## config.mk

```make
export PLATFORM = sky130hd
export DESIGN_NAME = sysbus_master_transfer
export DESIGN_NICKNAME = d
export VERILOG_FILES = /design/src/sysbus_pkg.sv /design/src/data_phase_if.sv /design/src/qword_phase.sv /design/src/sysbus_master_transfer.sv
export SDC_FILE = /design/constraint.sdc
export NUM_CORES = 1
export LEC_CHECK = 0
export BUFFER_PORTS_ARGS = -buffer_cell sky130_fd_sc_hd__buf_2
export CORE_AREA = 2 2 167 169
export DETAILED_ROUTE_END_ITERATION = 10
export DIE_AREA = 0 0 169 171
export PLACE_DENSITY = 0.7
export SLEW_MARGIN = 0
export SYNTH_ARGS = -nofsm -noshare
export SYNTH_HDL_FRONTEND = slang
export SYNTH_HIERARCHICAL = 1
export SYNTH_SLANG_ARGS = --single-unit
```

## constraint.sdc

```tcl
create_clock -name clk -period 1.95 [get_ports clk]
set_input_delay 0 -clock clk [delete_from_list [all_inputs] [get_ports clk]]
set_output_delay 0 -clock clk [all_outputs]
set_load 0.01 [all_outputs]
```

## src/sysbus_pkg.sv

```systemverilog
// Package for the system bus master data-phase block.
// Assumes a 64-bit multiplexed address/data bus sampled on clk.
package sysbus_pkg;

  // Bus cycle types on status bits 48:46
  localparam int TYPE_LO = 46;
  localparam int TYPE_HI = 48;
  localparam logic [2:0] TYPE_INTA = 3'h0;
  localparam logic [2:0] TYPE_SPECIAL = 3'h1;
  localparam logic [2:0] TYPE_IO_RD = 3'h2;
  localparam logic [2:0] TYPE_IO_WR = 3'h3;
  localparam logic [2:0] TYPE_MEM_RD = 3'h6;
  localparam logic [2:0] TYPE_MEM_WR = 3'h7;

  // Byte lane field position in the status half
  localparam int BE_LO = 32;
  localparam int BE_HI = 39;
  localparam logic [7:0] BE_INTA = 8'hFE;
  localparam logic [7:0] BE_HALT = 8'hFB;
  localparam logic [7:0] BE_SHUTDOWN = 8'hFE;
  localparam logic [7:0] BE_IO_HIGH = 8'hFC;

  // Block geometry
  localparam int BLOCK_QWORDS = 4;
  localparam int BLOCK_BYTES = 32;
  localparam int IO_SPACE_BYTES = 65536;

  // Reset values
  localparam logic [63:0] DATA_RESET = 64'h0000_0000_0000_0000;
  localparam logic [7:0] VECTOR_RESET = 8'h00;

  // Requested operation
  typedef enum logic [2:0] {
    OP_MEM_RD = 3'h0,
    OP_MEM_WR = 3'h1,
    OP_BLK_RD = 3'h2,
    OP_BLK_WR = 3'h3,
    OP_IO_RD = 3'h4,
    OP_IO_WR = 3'h5,
    OP_INTA = 3'h6,
    OP_HALT_SD = 3'h7
  } op_t;

  // Cache state given to a filled line
  typedef enum logic [1:0] {
    LINE_INVALID = 2'h0,
    LINE_SHARED = 2'h1,
    LINE_EXCLUSIVE = 2'h2
  } line_state_t;

endpackage

```

## src/data_phase_if.sv

```systemverilog
// Interface between the master sequencer and its qword data phase engine.
// Assumes both sides run on the same clock.
`timescale 1ns/1ps
interface data_phase_if;
  logic start;
  logic is_read;
  logic [63:0] wdata;
  logic busy;
  logic done;
  logic [63:0] rdata;
  logic first_shared;
  logic first_ownable;

  modport seq (output start, output is_read, output wdata,
               input busy, input done, input rdata,
               input first_shared, input first_ownable);
  modport eng (input start, input is_read, input wdata,
               output busy, output done, output rdata,
               output first_shared, output first_ownable);
endinterface

```

## src/qword_phase.sv

```systemverilog
// One qword data phase on the system bus, read or write.
// Assumes system logic forms combined_ack and combined_hold.
`timescale 1ns/1ps
module qword_phase
  import sysbus_pkg::*;
(
  // Clock and reset
  input wire logic clk,
  input wire logic rst_b,
  // Sequencer side
  data_phase_if.eng dp,
  // Bus side
  input wire logic combined_ack,
  input wire logic combined_hold,
  input wire logic combined_shared_hit,
  input wire logic ownership_allowed,
  input wire logic [63:0] bus_in,
  input wire logic core_ready,
  output logic hold_request_n,
  output logic [63:0] bus_out,
  output logic bus_oe_n
);

  typedef enum logic [1:0] {
    PH_IDLE = 2'b00,
    PH_WAIT = 2'b01,
    PH_XFER = 2'b11
  } phase_t;

  phase_t state_reg;
  logic read_reg;
  logic [63:0] rdata_reg;

  assign dp.busy = (state_reg != PH_IDLE);
  assign dp.rdata = rdata_reg;
  // Hold on a read while the core is not ready, or between qwords of a block still acked
  // Ack is already low after the last qword, so no hold follows it
  assign hold_request_n = !((state_reg == PH_WAIT && read_reg && !core_ready) ||
                            (state_reg != PH_WAIT && combined_ack));

  always_ff @(posedge clk or negedge rst_b) begin
    if (!rst_b) begin
      state_reg <= PH_IDLE;
      read_reg <= 1'b0;
      dp.done <= 1'b0;
    end else begin
      dp.done <= 1'b0;
      case (state_reg)
        PH_IDLE: begin
          if (dp.start) begin
            state_reg <= PH_WAIT;
            read_reg <= dp.is_read;
          end
        end
        PH_WAIT: begin
          if (combined_ack && !combined_hold) begin
            state_reg <= PH_XFER;
          end
        end
        PH_XFER: begin
          state_reg <= PH_IDLE;
          dp.done <= 1'b1;
        end
        default: state_reg <= PH_IDLE;
      endcase
    end
  end

  // Read data and snoop results sampled at the end of the transfer clock
  always_ff @(posedge clk or negedge rst_b) begin
    if (!rst_b) begin
      rdata_reg <= DATA_RESET;
      dp.first_shared <= 1'b0;
      dp.first_ownable <= 1'b0;
    end else if (state_reg == PH_XFER && read_reg) begin
      rdata_reg <= bus_in;
      dp.first_shared <= combined_shared_hit;
      dp.first_ownable <= ownership_allowed;
    end
  end

  // Write data is driven after the ack clock until the transfer clock ends
  always_ff @(posedge clk or negedge rst_b) begin
    if (!rst_b) begin
      bus_out <= DATA_RESET;
      bus_oe_n <= 1'b1;
    end else if (state_reg == PH_WAIT && !read_reg && combined_ack) begin
      bus_out <= dp.wdata;
      bus_oe_n <= 1'b0;
    end else if (state_reg == PH_XFER || read_reg) begin
      bus_oe_n <= 1'b1;
    end
  end

endmodule

```

## src/sysbus_master_transfer.sv

```systemverilog
// Master-side data phase logic of a processor on a 64-bit system bus.
// Assumes arbitration and the address strobe handshake are done elsewhere;
// the address/status word is formed here but never driven onto the pins.
//
// Notes on behaviour
// - Processor asserts hold whenever it cannot accept read data next clock.
// - Read data comes the clock after ack with no hold; sampled then.
// - Processor never holds during group latch; nobody holds after ack drops.
// - Processor keeps its drivers off during a read data phase.
// - Write data driven after ack, one clock beyond ack without hold.
// - Block transfers are four qwords, flagged by block size at address.
// - One address phase, then qwords starting at the addressed one.
// - I/O uses 64K space, lanes 7..2 high, data on bits 15:0.
// - I/O read type 010, write 011, bits 31:16 zero at latch.
// - Interrupt acknowledge is two locked reads, bit 2 set then clear.
// - Halt and shutdown are type 001 with no data phase.
// - Ownership request on single writes or block reads for shared lines.
// - Exclusive only if shared negated at first qword and ownership allowed.
`timescale 1ns/1ps
module sysbus_master_transfer
  import sysbus_pkg::*;
#(
  parameter int QWORDS = BLOCK_QWORDS
) (
  // Clock and reset
  input wire logic clk,
  input wire logic rst_b,
  // Core request
  input wire logic op_start,
  input wire op_t op_kind,
  input wire logic [31:0] op_addr,
  input wire logic [7:0] op_byte_en_n,
  input wire logic op_want_own,
  input wire logic op_shutdown,
  input wire logic [63:0] op_wdata,
  input wire logic core_ready,
  output logic op_busy,
  output logic op_done,
  output logic word_valid,
  output logic [63:0] word_data,
  output logic [7:0] int_vector,
  output line_state_t line_state,
  output logic halted,
  input wire logic nmi_wake,
  // Bus group signals
  input wire logic group_latch_strobe,
  input wire logic combined_ack,
  input wire logic combined_hold,
  input wire logic combined_shared_hit,
  input wire logic ownership_allowed,
  input wire logic block_enable_group,
  // Bus outputs
  output logic hold_request_n,
  output logic block_size_n,
  output logic own_request_n,
  output logic lock_n,
  // Address/data pins
  input wire logic [63:0] sysbus_addr_data_in,
  output logic [63:0] sysbus_addr_data_out,
  output logic sysbus_addr_data_oe_n
);

  typedef enum logic [2:0] {
    S_IDLE = 3'b000,
    S_ADDR = 3'b001,
    S_DATA = 3'b011,
    S_NEXT = 3'b010,
    S_HALT = 3'b110
  } seq_t;

  seq_t state_reg;
  op_t kind_reg;
  logic [31:0] addr_reg;
  logic [7:0] be_reg;
  logic own_reg;
  logic shutdown_reg;
  logic [63:0] wdata_reg;
  logic [1:0] count_reg;
  logic inta_second_reg;
  logic [63:0] addr_word;
  logic [63:0] dp_out;
  logic dp_oe_n;
  logic block_op;
  logic is_read;
  logic phase_hold_n;

  data_phase_if dp ();

  qword_phase u_phase (
    .clk(clk),
    .rst_b(rst_b),
    .dp(dp),
    .combined_ack(combined_ack),
    .combined_hold(combined_hold),
    .combined_shared_hit(combined_shared_hit),
    .ownership_allowed(ownership_allowed),
    .bus_in(sysbus_addr_data_in),
    .core_ready(core_ready),
    .hold_request_n(phase_hold_n),
    .bus_out(dp_out),
    .bus_oe_n(dp_oe_n)
  );

  // Never hold while the group latch is up
  assign hold_request_n = phase_hold_n || group_latch_strobe;
  assign block_op = (kind_reg == OP_BLK_RD) || (kind_reg == OP_BLK_WR);
  assign is_read = (kind_reg == OP_MEM_RD) || (kind_reg == OP_BLK_RD) ||
                   (kind_reg == OP_IO_RD) || (kind_reg == OP_INTA);

  // --------------------------------------------------------------
  // Address/status word
  // --------------------------------------------------------------
  always_comb begin
    addr_word = 64'h0000_0000_0000_0000;
    addr_word[BE_HI:BE_LO] = be_reg;
    case (kind_reg)
      OP_IO_RD, OP_IO_WR: begin
        addr_word[TYPE_HI:TYPE_LO] = (kind_reg == OP_IO_RD) ? TYPE_IO_RD : TYPE_IO_WR;
        addr_word[15:2] = addr_reg[15:2];
        addr_word[BE_HI:BE_LO] = BE_IO_HIGH | be_reg;
      end
      OP_INTA: begin
        addr_word[TYPE_HI:TYPE_LO] = TYPE_INTA;
        addr_word[BE_HI:BE_LO] = BE_INTA;
        addr_word[2] = !inta_second_reg;
      end
      OP_HALT_SD: begin
        addr_word[TYPE_HI:TYPE_LO] = TYPE_SPECIAL;
        addr_word[BE_HI:BE_LO] = shutdown_reg ? BE_SHUTDOWN : BE_HALT;
      end
      OP_MEM_RD, OP_BLK_RD: begin
        addr_word[TYPE_HI:TYPE_LO] = TYPE_MEM_RD;
        addr_word[31:3] = addr_reg[31:3];
      end
      default: begin
        addr_word[TYPE_HI:TYPE_LO] = TYPE_MEM_WR;
        addr_word[31:3] = addr_reg[31:3];
      end
    endcase
  end

  // --------------------------------------------------------------
  // Operation sequencer
  // --------------------------------------------------------------
  assign op_busy = (state_reg != S_IDLE);
  assign dp.start = ((state_reg == S_ADDR) && (kind_reg != OP_HALT_SD)) ||
                    (state_reg == S_NEXT);
  assign dp.is_read = is_read;
  assign dp.wdata = wdata_reg;

  always_ff @(posedge clk or negedge rst_b) begin
    if (!rst_b) begin
      state_reg <= S_IDLE;
      kind_reg <= OP_MEM_RD;
      addr_reg <= 32'h0000_0000;
      be_reg <= 8'h00;
      own_reg <= 1'b0;
      shutdown_reg <= 1'b0;
      wdata_reg <= DATA_RESET;
      count_reg <= 2'h0;
      inta_second_reg <= 1'b0;
      op_done <= 1'b0;
    end else begin
      op_done <= 1'b0;
      case (state_reg)
        S_IDLE: begin
          if (op_start) begin
            state_reg <= S_ADDR;
            kind_reg <= op_kind;
            addr_reg <= op_addr;
            be_reg <= op_byte_en_n;
            own_reg <= op_want_own && (op_kind == OP_MEM_WR || op_kind == OP_BLK_RD);
            shutdown_reg <= op_shutdown;
            wdata_reg <= op_wdata;
            count_reg <= 2'h0;
            inta_second_reg <= 1'b0;
          end
        end
        S_ADDR: begin
          // No data phase for halt or shutdown
          if (kind_reg == OP_HALT_SD) begin
            state_reg <= shutdown_reg ? S_IDLE : S_HALT;
            op_done <= shutdown_reg;
          end else begin
            state_reg <= S_DATA;
          end
        end
        S_DATA: begin
          if (dp.done) begin
            if (block_op && count_reg != 2'(QWORDS - 1)) begin
              count_reg <= count_reg + 2'h1;
              wdata_reg <= op_wdata;
              state_reg <= S_NEXT;
            end else if (kind_reg == OP_INTA && !inta_second_reg) begin
              inta_second_reg <= 1'b1;
              state_reg <= S_ADDR;
            end else begin
              state_reg <= S_IDLE;
              op_done <= 1'b1;
            end
          end
        end
        S_NEXT: state_reg <= S_DATA;
        S_HALT: begin
          if (nmi_wake) begin
            state_reg <= S_IDLE;
            op_done <= 1'b1;
          end
        end
        default: state_reg <= S_IDLE;
      endcase
    end
  end

  // Following qwords of a block reuse the engine without a new address
  logic next_kick;
  assign next_kick = (state_reg == S_NEXT);

  // --------------------------------------------------------------
  // Pins
  // --------------------------------------------------------------
  assign halted = (state_reg == S_HALT);
  assign block_size_n = !((state_reg == S_ADDR) && block_op);
  assign own_request_n = !((state_reg == S_ADDR) && own_reg);
  assign lock_n = !(kind_reg == OP_INTA && state_reg != S_IDLE);

  // Engine flops drive the pins; a second stage would stretch the write drive
  assign sysbus_addr_data_out = dp_out;
  assign sysbus_addr_data_oe_n = dp_oe_n;

  // --------------------------------------------------------------
  // Returned data and cache state
  // --------------------------------------------------------------
  always_ff @(posedge clk or negedge rst_b) begin
    if (!rst_b) begin
      word_valid <= 1'b0;
      word_data <= DATA_RESET;
      int_vector <= VECTOR_RESET;
      line_state <= LINE_INVALID;
    end else begin
      word_valid <= dp.done && is_read;
      if (dp.done && is_read) begin
        word_data <= (kind_reg == OP_IO_RD) ? {48'h0, dp.rdata[15:0]} : dp.rdata;
      end
      if (dp.done && kind_reg == OP_INTA && inta_second_reg) begin
        int_vector <= dp.rdata[7:0];
      end
      if (dp.done && kind_reg == OP_BLK_RD && count_reg == 2'h0) begin
        line_state <= (!dp.first_shared && dp.first_ownable && block_enable_group) ?
                      LINE_EXCLUSIVE : LINE_SHARED;
      end
    end
  end

  // Address word is formed but never reaches the pins; it is only tied off here
  logic unused_kick;
  assign unused_kick = next_kick & (addr_word[0] | 1'b1);

endmodule

```

==> results.yml, run 1 <==
worst_setup_path:
  startpoint_type: "register"
  cp.arrival_ps: 2320
  reg2reg_depth: 5
  r2r-end: "dp.wdata[15]"
  r2r_start: "count_reg[1]"
  cp-startpoint: "count_reg[1]"
  cp.required_ps: 2380
  crit_path_max_fanout: 24
  endpoint_kind: "register"
  r2r_setup_slack_ps: 60
  worstSetupPathType: "reg -> reg"
layout:
  fillers: 2088
  finalNetCount: 1360
  area_growth_pct: 39.5
  drive_gt1_frac: 0.503
  fin_cells: 1544
  fin_util: 0.586
timing:
  setup_slack_ps: 63.7
  fin_crit_sh: 0.967
  max_freq_mhz: 530
  slew_headroom: 0.668
  rsz0062_at_grt: "false"
  hold_viol: 0
  clock_skew_ps: 12.6
  slew_viol_final: 0
  setup_viol: 0
  period_needed_ps: 1890
  tightest_slew_ps: 497
die:
  dieArea_um2: 28900
  chipHeight_um: 171
  ios: 331
  start_util: 0.420
  die_x_um: 169
  rows: 61
  core-area_um2: 27300
min_path:
  hold_path_class: "in -> reg"
  whs_path_depth: 3
  hp-start: "op_wdata[40]"
  whs_endpoint: "dp.wdata[40]"
grt:
  grt.total_usage: 0.187
  grt_overflow_total: 0
  grt_pass1_wl_mm: 43.2
  grt_antenna_before_repair: 1
  grt_max_degree: 63
  grt_pass1_vias: 7918
job:
  drv_cap: 0
clock_network:
  path_clk_slew_ps: 60
  cts_buffers: 30
  root_buffer: "clkbuf_16"
  cts_max_level: 1
  cts_tree: "built"
  clock-sinks: 286
  clk_path_buf_depth: 3
  clkLatencyLatePin_ps: 550
route:
  avgViaCountPerCell: 4.84
  firstDrtPassIters: 4
  vias: 7478
  remaining_drc_errors: 0
  finalWirelength_mm: 27.9
  route.detailed.wl_per_inst_um: 18.0
  drt_iter0_drc: 281
  ant_nets: 0
placement:
  place_ws_ps: 14.8
  dpl.hpwl_mm: 17.7
  gp_congestion: 0.830
  dpl.cell_count: 1338
  port_buffers: 290
synth:
  synthesis.nets: 891
  yosysWarnings: 6
  synth_area_um2: 11500
  syn_area_per_cell_um2: 16.3
  syn_inst: 705
power:
  power_leakage_nw: 7.99
  peakVddDrop_mv: 0.835
  cellPowerDensity_nw_per_um2: 1570
outcome:
  run_status: "complete, no violations"
[power breakdown]
part / switching (mW) / leakage (nW) / internal, mW
logic: 3.42 / 4.02 / 5.19
registers: 1.73 / 3.45 / 8.82
clock network: 2.29 / 0.520 / 3.72
total: 7.43 / 7.99 / 17.7
[repair_timing]
item                                    CTS  global route
gates resized for setup                   1             1
gates cloned                              0             1
endpoints found under the setup margin    1            40
hold endpoints to repair                428             0
setup buffers                             0             5
hold buffers                            144             0
[critical path: stages (launching register included)]
cell and delay [ps]:
dfrtp_1 400, ha_2 190, or3b_4 410, o21a_4 270, buf_12 180, mux2_4 310
[cell usage in the layout, fill, tap and decap left out, types with 3 or more instances in the layout]
| cell | n |
|---|---|
| dlygate4sd3_1 | 144 |
| o21ai_0 | 3 |
| mux2_2 | 71 |
| nand3b_1 | 4 |
| buf_2 | 289 |
| a22o_1 | 49 |
| clkinv_2 | 4 |
| buf_12 | 11 |
| nor2_1 | 7 |
| nand2_1 | 56 |
| clkbuf_1 | 7 |
| buf_4 | 31 |
| clkbuf_8 | 8 |
| inv_1 | 8 |
| bufinv_16 | 4 |
| dfrtp_1 | 285 |
| mux2_4 | 138 |
| clkbuf_16 | 31 |
| nor3b_1 | 4 |
[worst max-delay path by stage]
stage	end	slack, ps	cells past startpoint
2_1_floorplan	dp.wdata[15]	-3	7
3_3_place_gp	dp.wdata[18]	50	5
3_5_place_dp	dp.wdata[16]	10	5
4_1_cts	dp.wdata[19]	10	5
5_1_grt	dp.wdata[15]	20	5
6_report	dp.wdata[15]	60	5
[layer usage]
layer / GRT usage / share of wire
met5: 0 / 0
met4: 0.0736 / 0.032
met3: 0.0338 / 0.048
met2: 0.322 / 0.51
met1: 0.235 / 0.41
[through the flow]
stage	cell area (um2)	hold WS (ps)	power, mW	setup TNS, ps
floorplan	11500	-296	15.9	-78.9
global placement	13500	-13.6	18.5	0
detailed placement	13500	-9.16	18.9	0
CTS	16000	183	25.2	0
global route	16000	201	26.5	0
finish	16000	216	25.2	0
[cell type report]
class	count	area (um2)	area share
Multi-Input combinational cell	371	3970	0.248
Clock buffer	46	912	0.0570
Clock inverter	8	140	0.00875
Timing Repair Buffer	476	3360	0.210
Antenna cell	2	5.00	0.000313
Inverter	9	33.8	0.00211
Tap cell	346	433	0.0270
Sequential cell	286	7160	0.447
Power figures use the tool's default switching activity.
==> run 2: changes to the inputs <==
RECOVER_POWER = 100   (was not set)
==> run 2 against run 1 <==
Effect of this change:
- sequential cell count did not move
- clock skew rose by 0.59 ps
- setup slack got worse by 13 ps
- sequential share of layout area rose by 2.2 points
- critical path depth did not move
- final cell count did not move
- count of clock-buffer cells in the layout did not move
==> results.yml, run 2 (synthesis results as in run 1) <==
outcome:
  run_status: "complete, no violations"
die:
  die_x_um: 169
  chipHeight_um: 171
  dieArea_um2: 28900
  core-area_um2: 27300
  ios: 331
  start_util: 0.420
  rows: 61
layout:
  area_growth_pct: 32.9
  mostFrequentLayoutCells: "285 x dfrtp_1, 161 x clkbuf_1, 144 x dlygate4sd3_1, 143 x buf_2, 104 x mux2_1"
  finalNetCount: 1360
  final_common_cell: "dfrtp_1"
  drive_gt1_frac: 0.283
route:
  ant_nets: 0
  vias: 7514
  route.detailed.wl_per_inst_um: 18.0
  avgViaCountPerCell: 4.87
  drt_iter0_drc: 280
  finalWirelength_mm: 27.8
  remaining_drc_errors: 0
  firstDrtPassIters: 6
timing:
  slew_headroom: 0.509
  period_needed_ps: 1900
  fin_crit_sh: 0.974
  tightest_slew_ps: 737
  hold_viol: 0
  tns_ps: 0
  rsz0062_at_grt: "false"
  setup_viol: 0
  max_freq_mhz: 527
  slew_viol_final: 0
  clock_skew_ps: 13.2
job:
  drv_cap: 0
clock_network:
  clk_path_buf_depth: 3
  root_buffer: "clkbuf_16"
  path_clk_slew_ps: 60
  clock-sinks: 286
  cts_buffers: 30
  cts_max_level: 1
  clkLatencyLatePin_ps: 550
  cts_tree: "built"
power:
  p_clk_frac: 0.256
  power.internal_mw: 16.2
  switching_power_mw: 7.31
  sw_frac_of_total: 0.311
  seqPwrFrac: 0.447
  peakVddDrop_mv: 0.829
  pwr-share-comb: 0.297
  cellPowerDensity_nw_per_um2: 1540
  power_leakage_nw: 7.02
  fin_total_pwr_mw: 23.5
worst_setup_path:
  cp.required_ps: 2380
  cp.arrival_ps: 2330
  r2r_setup_slack_ps: 50
  reg2reg_depth: 5
  r2r-end: "dp.wdata[20]"
  endpoint_kind: "register"
  worstSetupPathType: "reg -> reg"
  crit_path_max_fanout: 24
  startpoint_type: "register"
  r2r_start: "count_reg[1]"
  cp-startpoint: "count_reg[1]"
grt:
  grt_pass1_wl_mm: 43.2
  grt_overflow_total: 0
  grt_max_degree: 63
  grt_pass1_vias: 7918
  grt.total_usage: 0.187
  grt_antenna_before_repair: 1
min_path:
  whs_endpoint: "dp.wdata[27]"
  hp-start: "op_wdata[27]"
  hold_path_class: "in -> reg"
  whs_path_depth: 3
placement:
  gp_congestion: 0.830
  dpl.hpwl_mm: 17.7
  port_buffers: 290
[run 2: cell types whose count changed in the layout (fill, tap and decap cells not counted), moves of 9 or more]
| cell | previous run | this run |
|---|---|---|
| clkbuf_4 | 0 | 14 |
| mux2_4 | 138 | 35 |
| buf_2 | 289 | 143 |
| clkbuf_2 | 0 | 12 |
| buf_4 | 31 | 5 |
| mux2_1 | 0 | 104 |
| buf_12 | 11 | 2 |
| clkbuf_1 | 7 | 161 |
[run 2: critical path: stages (launching register included)]
cell	delay, ps
dfrtp_1	400
ha_2	190
or3b_4	410
o21a_4	270
buf_12	180
mux2_1	320
[run 2: per-stage QoR]
stage | area, um2 | utilization | cells | hold slack, ps | setup slack [ps]
floorplan | 11500 | - | 705 | -296 | -2.63
global placement | 13500 | 0.492 | 1338 | -13.6 | 54.5
detailed placement | 13500 | 0.492 | 1338 | -9.16 | 14.8
CTS | 16000 | 0.584 | 1536 | 183 | 11.5
global route | 15300 | 0.558 | 1543 | 201 | 10.5
finish | 15300 | 0.558 | 1544 | 215 | 51.2
[run 2: repair_timing]
action / CTS / global route
gates cloned: 0 / 1
buffers inserted: 0 / 5
resized for setup: 1 / 1
pin swaps: 0 / 0
hold buffers: 144 / 0
endpoints found under the setup margin: 1 / 40
endpoints found under the hold margin: 428 / 0
[run 2: routing by layer]
metal	share of wire	vias to the layer above	track usage
li1	-	3440	-
met1	0.41	3782	0.235
met2	0.51	224	0.322
met3	0.048	68	0.0338
met4	0.033	0	0.0736
met5	0	-	0
[run 2: how the worst max path moves through the flow]
stage	cells after the start	endpoint
2_1_floorplan	7	dp.wdata[15]
3_3_place_gp	5	dp.wdata[18]
3_5_place_dp	5	dp.wdata[16]
4_1_cts	5	dp.wdata[19]
5_1_grt	4	dp.wdata[31]
6_report	5	dp.wdata[20]
[run 2: power groups by stage]
stage | clock (mW) | combinational, mW | sequential, mW
3_5_place_dp | 0 | 8.32 | 10.5
4_1_cts | 6.16 | 8.56 | 10.5
5_1_grt | 6.40 | 7.56 | 10.9
6_report | 6.02 | 6.97 | 10.5
3_3_place_gp | 0 | 8.06 | 10.4
2_1_floorplan | 0 | 5.13 | 10.8
[run 2: cell type report]
| cell class | instances | area (um2) |
|---|---|---|
| clock inverters | 8 | 140 |
| fillers | 2324 | 12100 |
| repair buffers | 476 | 3000 |
| diodes | 2 | 5.00 |
| flip-flops and latches | 286 | 7160 |
| inverters | 9 | 33.8 |
| well taps | 346 | 433 |
| clock buffers | 46 | 912 |
| multi-input cells | 371 | 3570 |
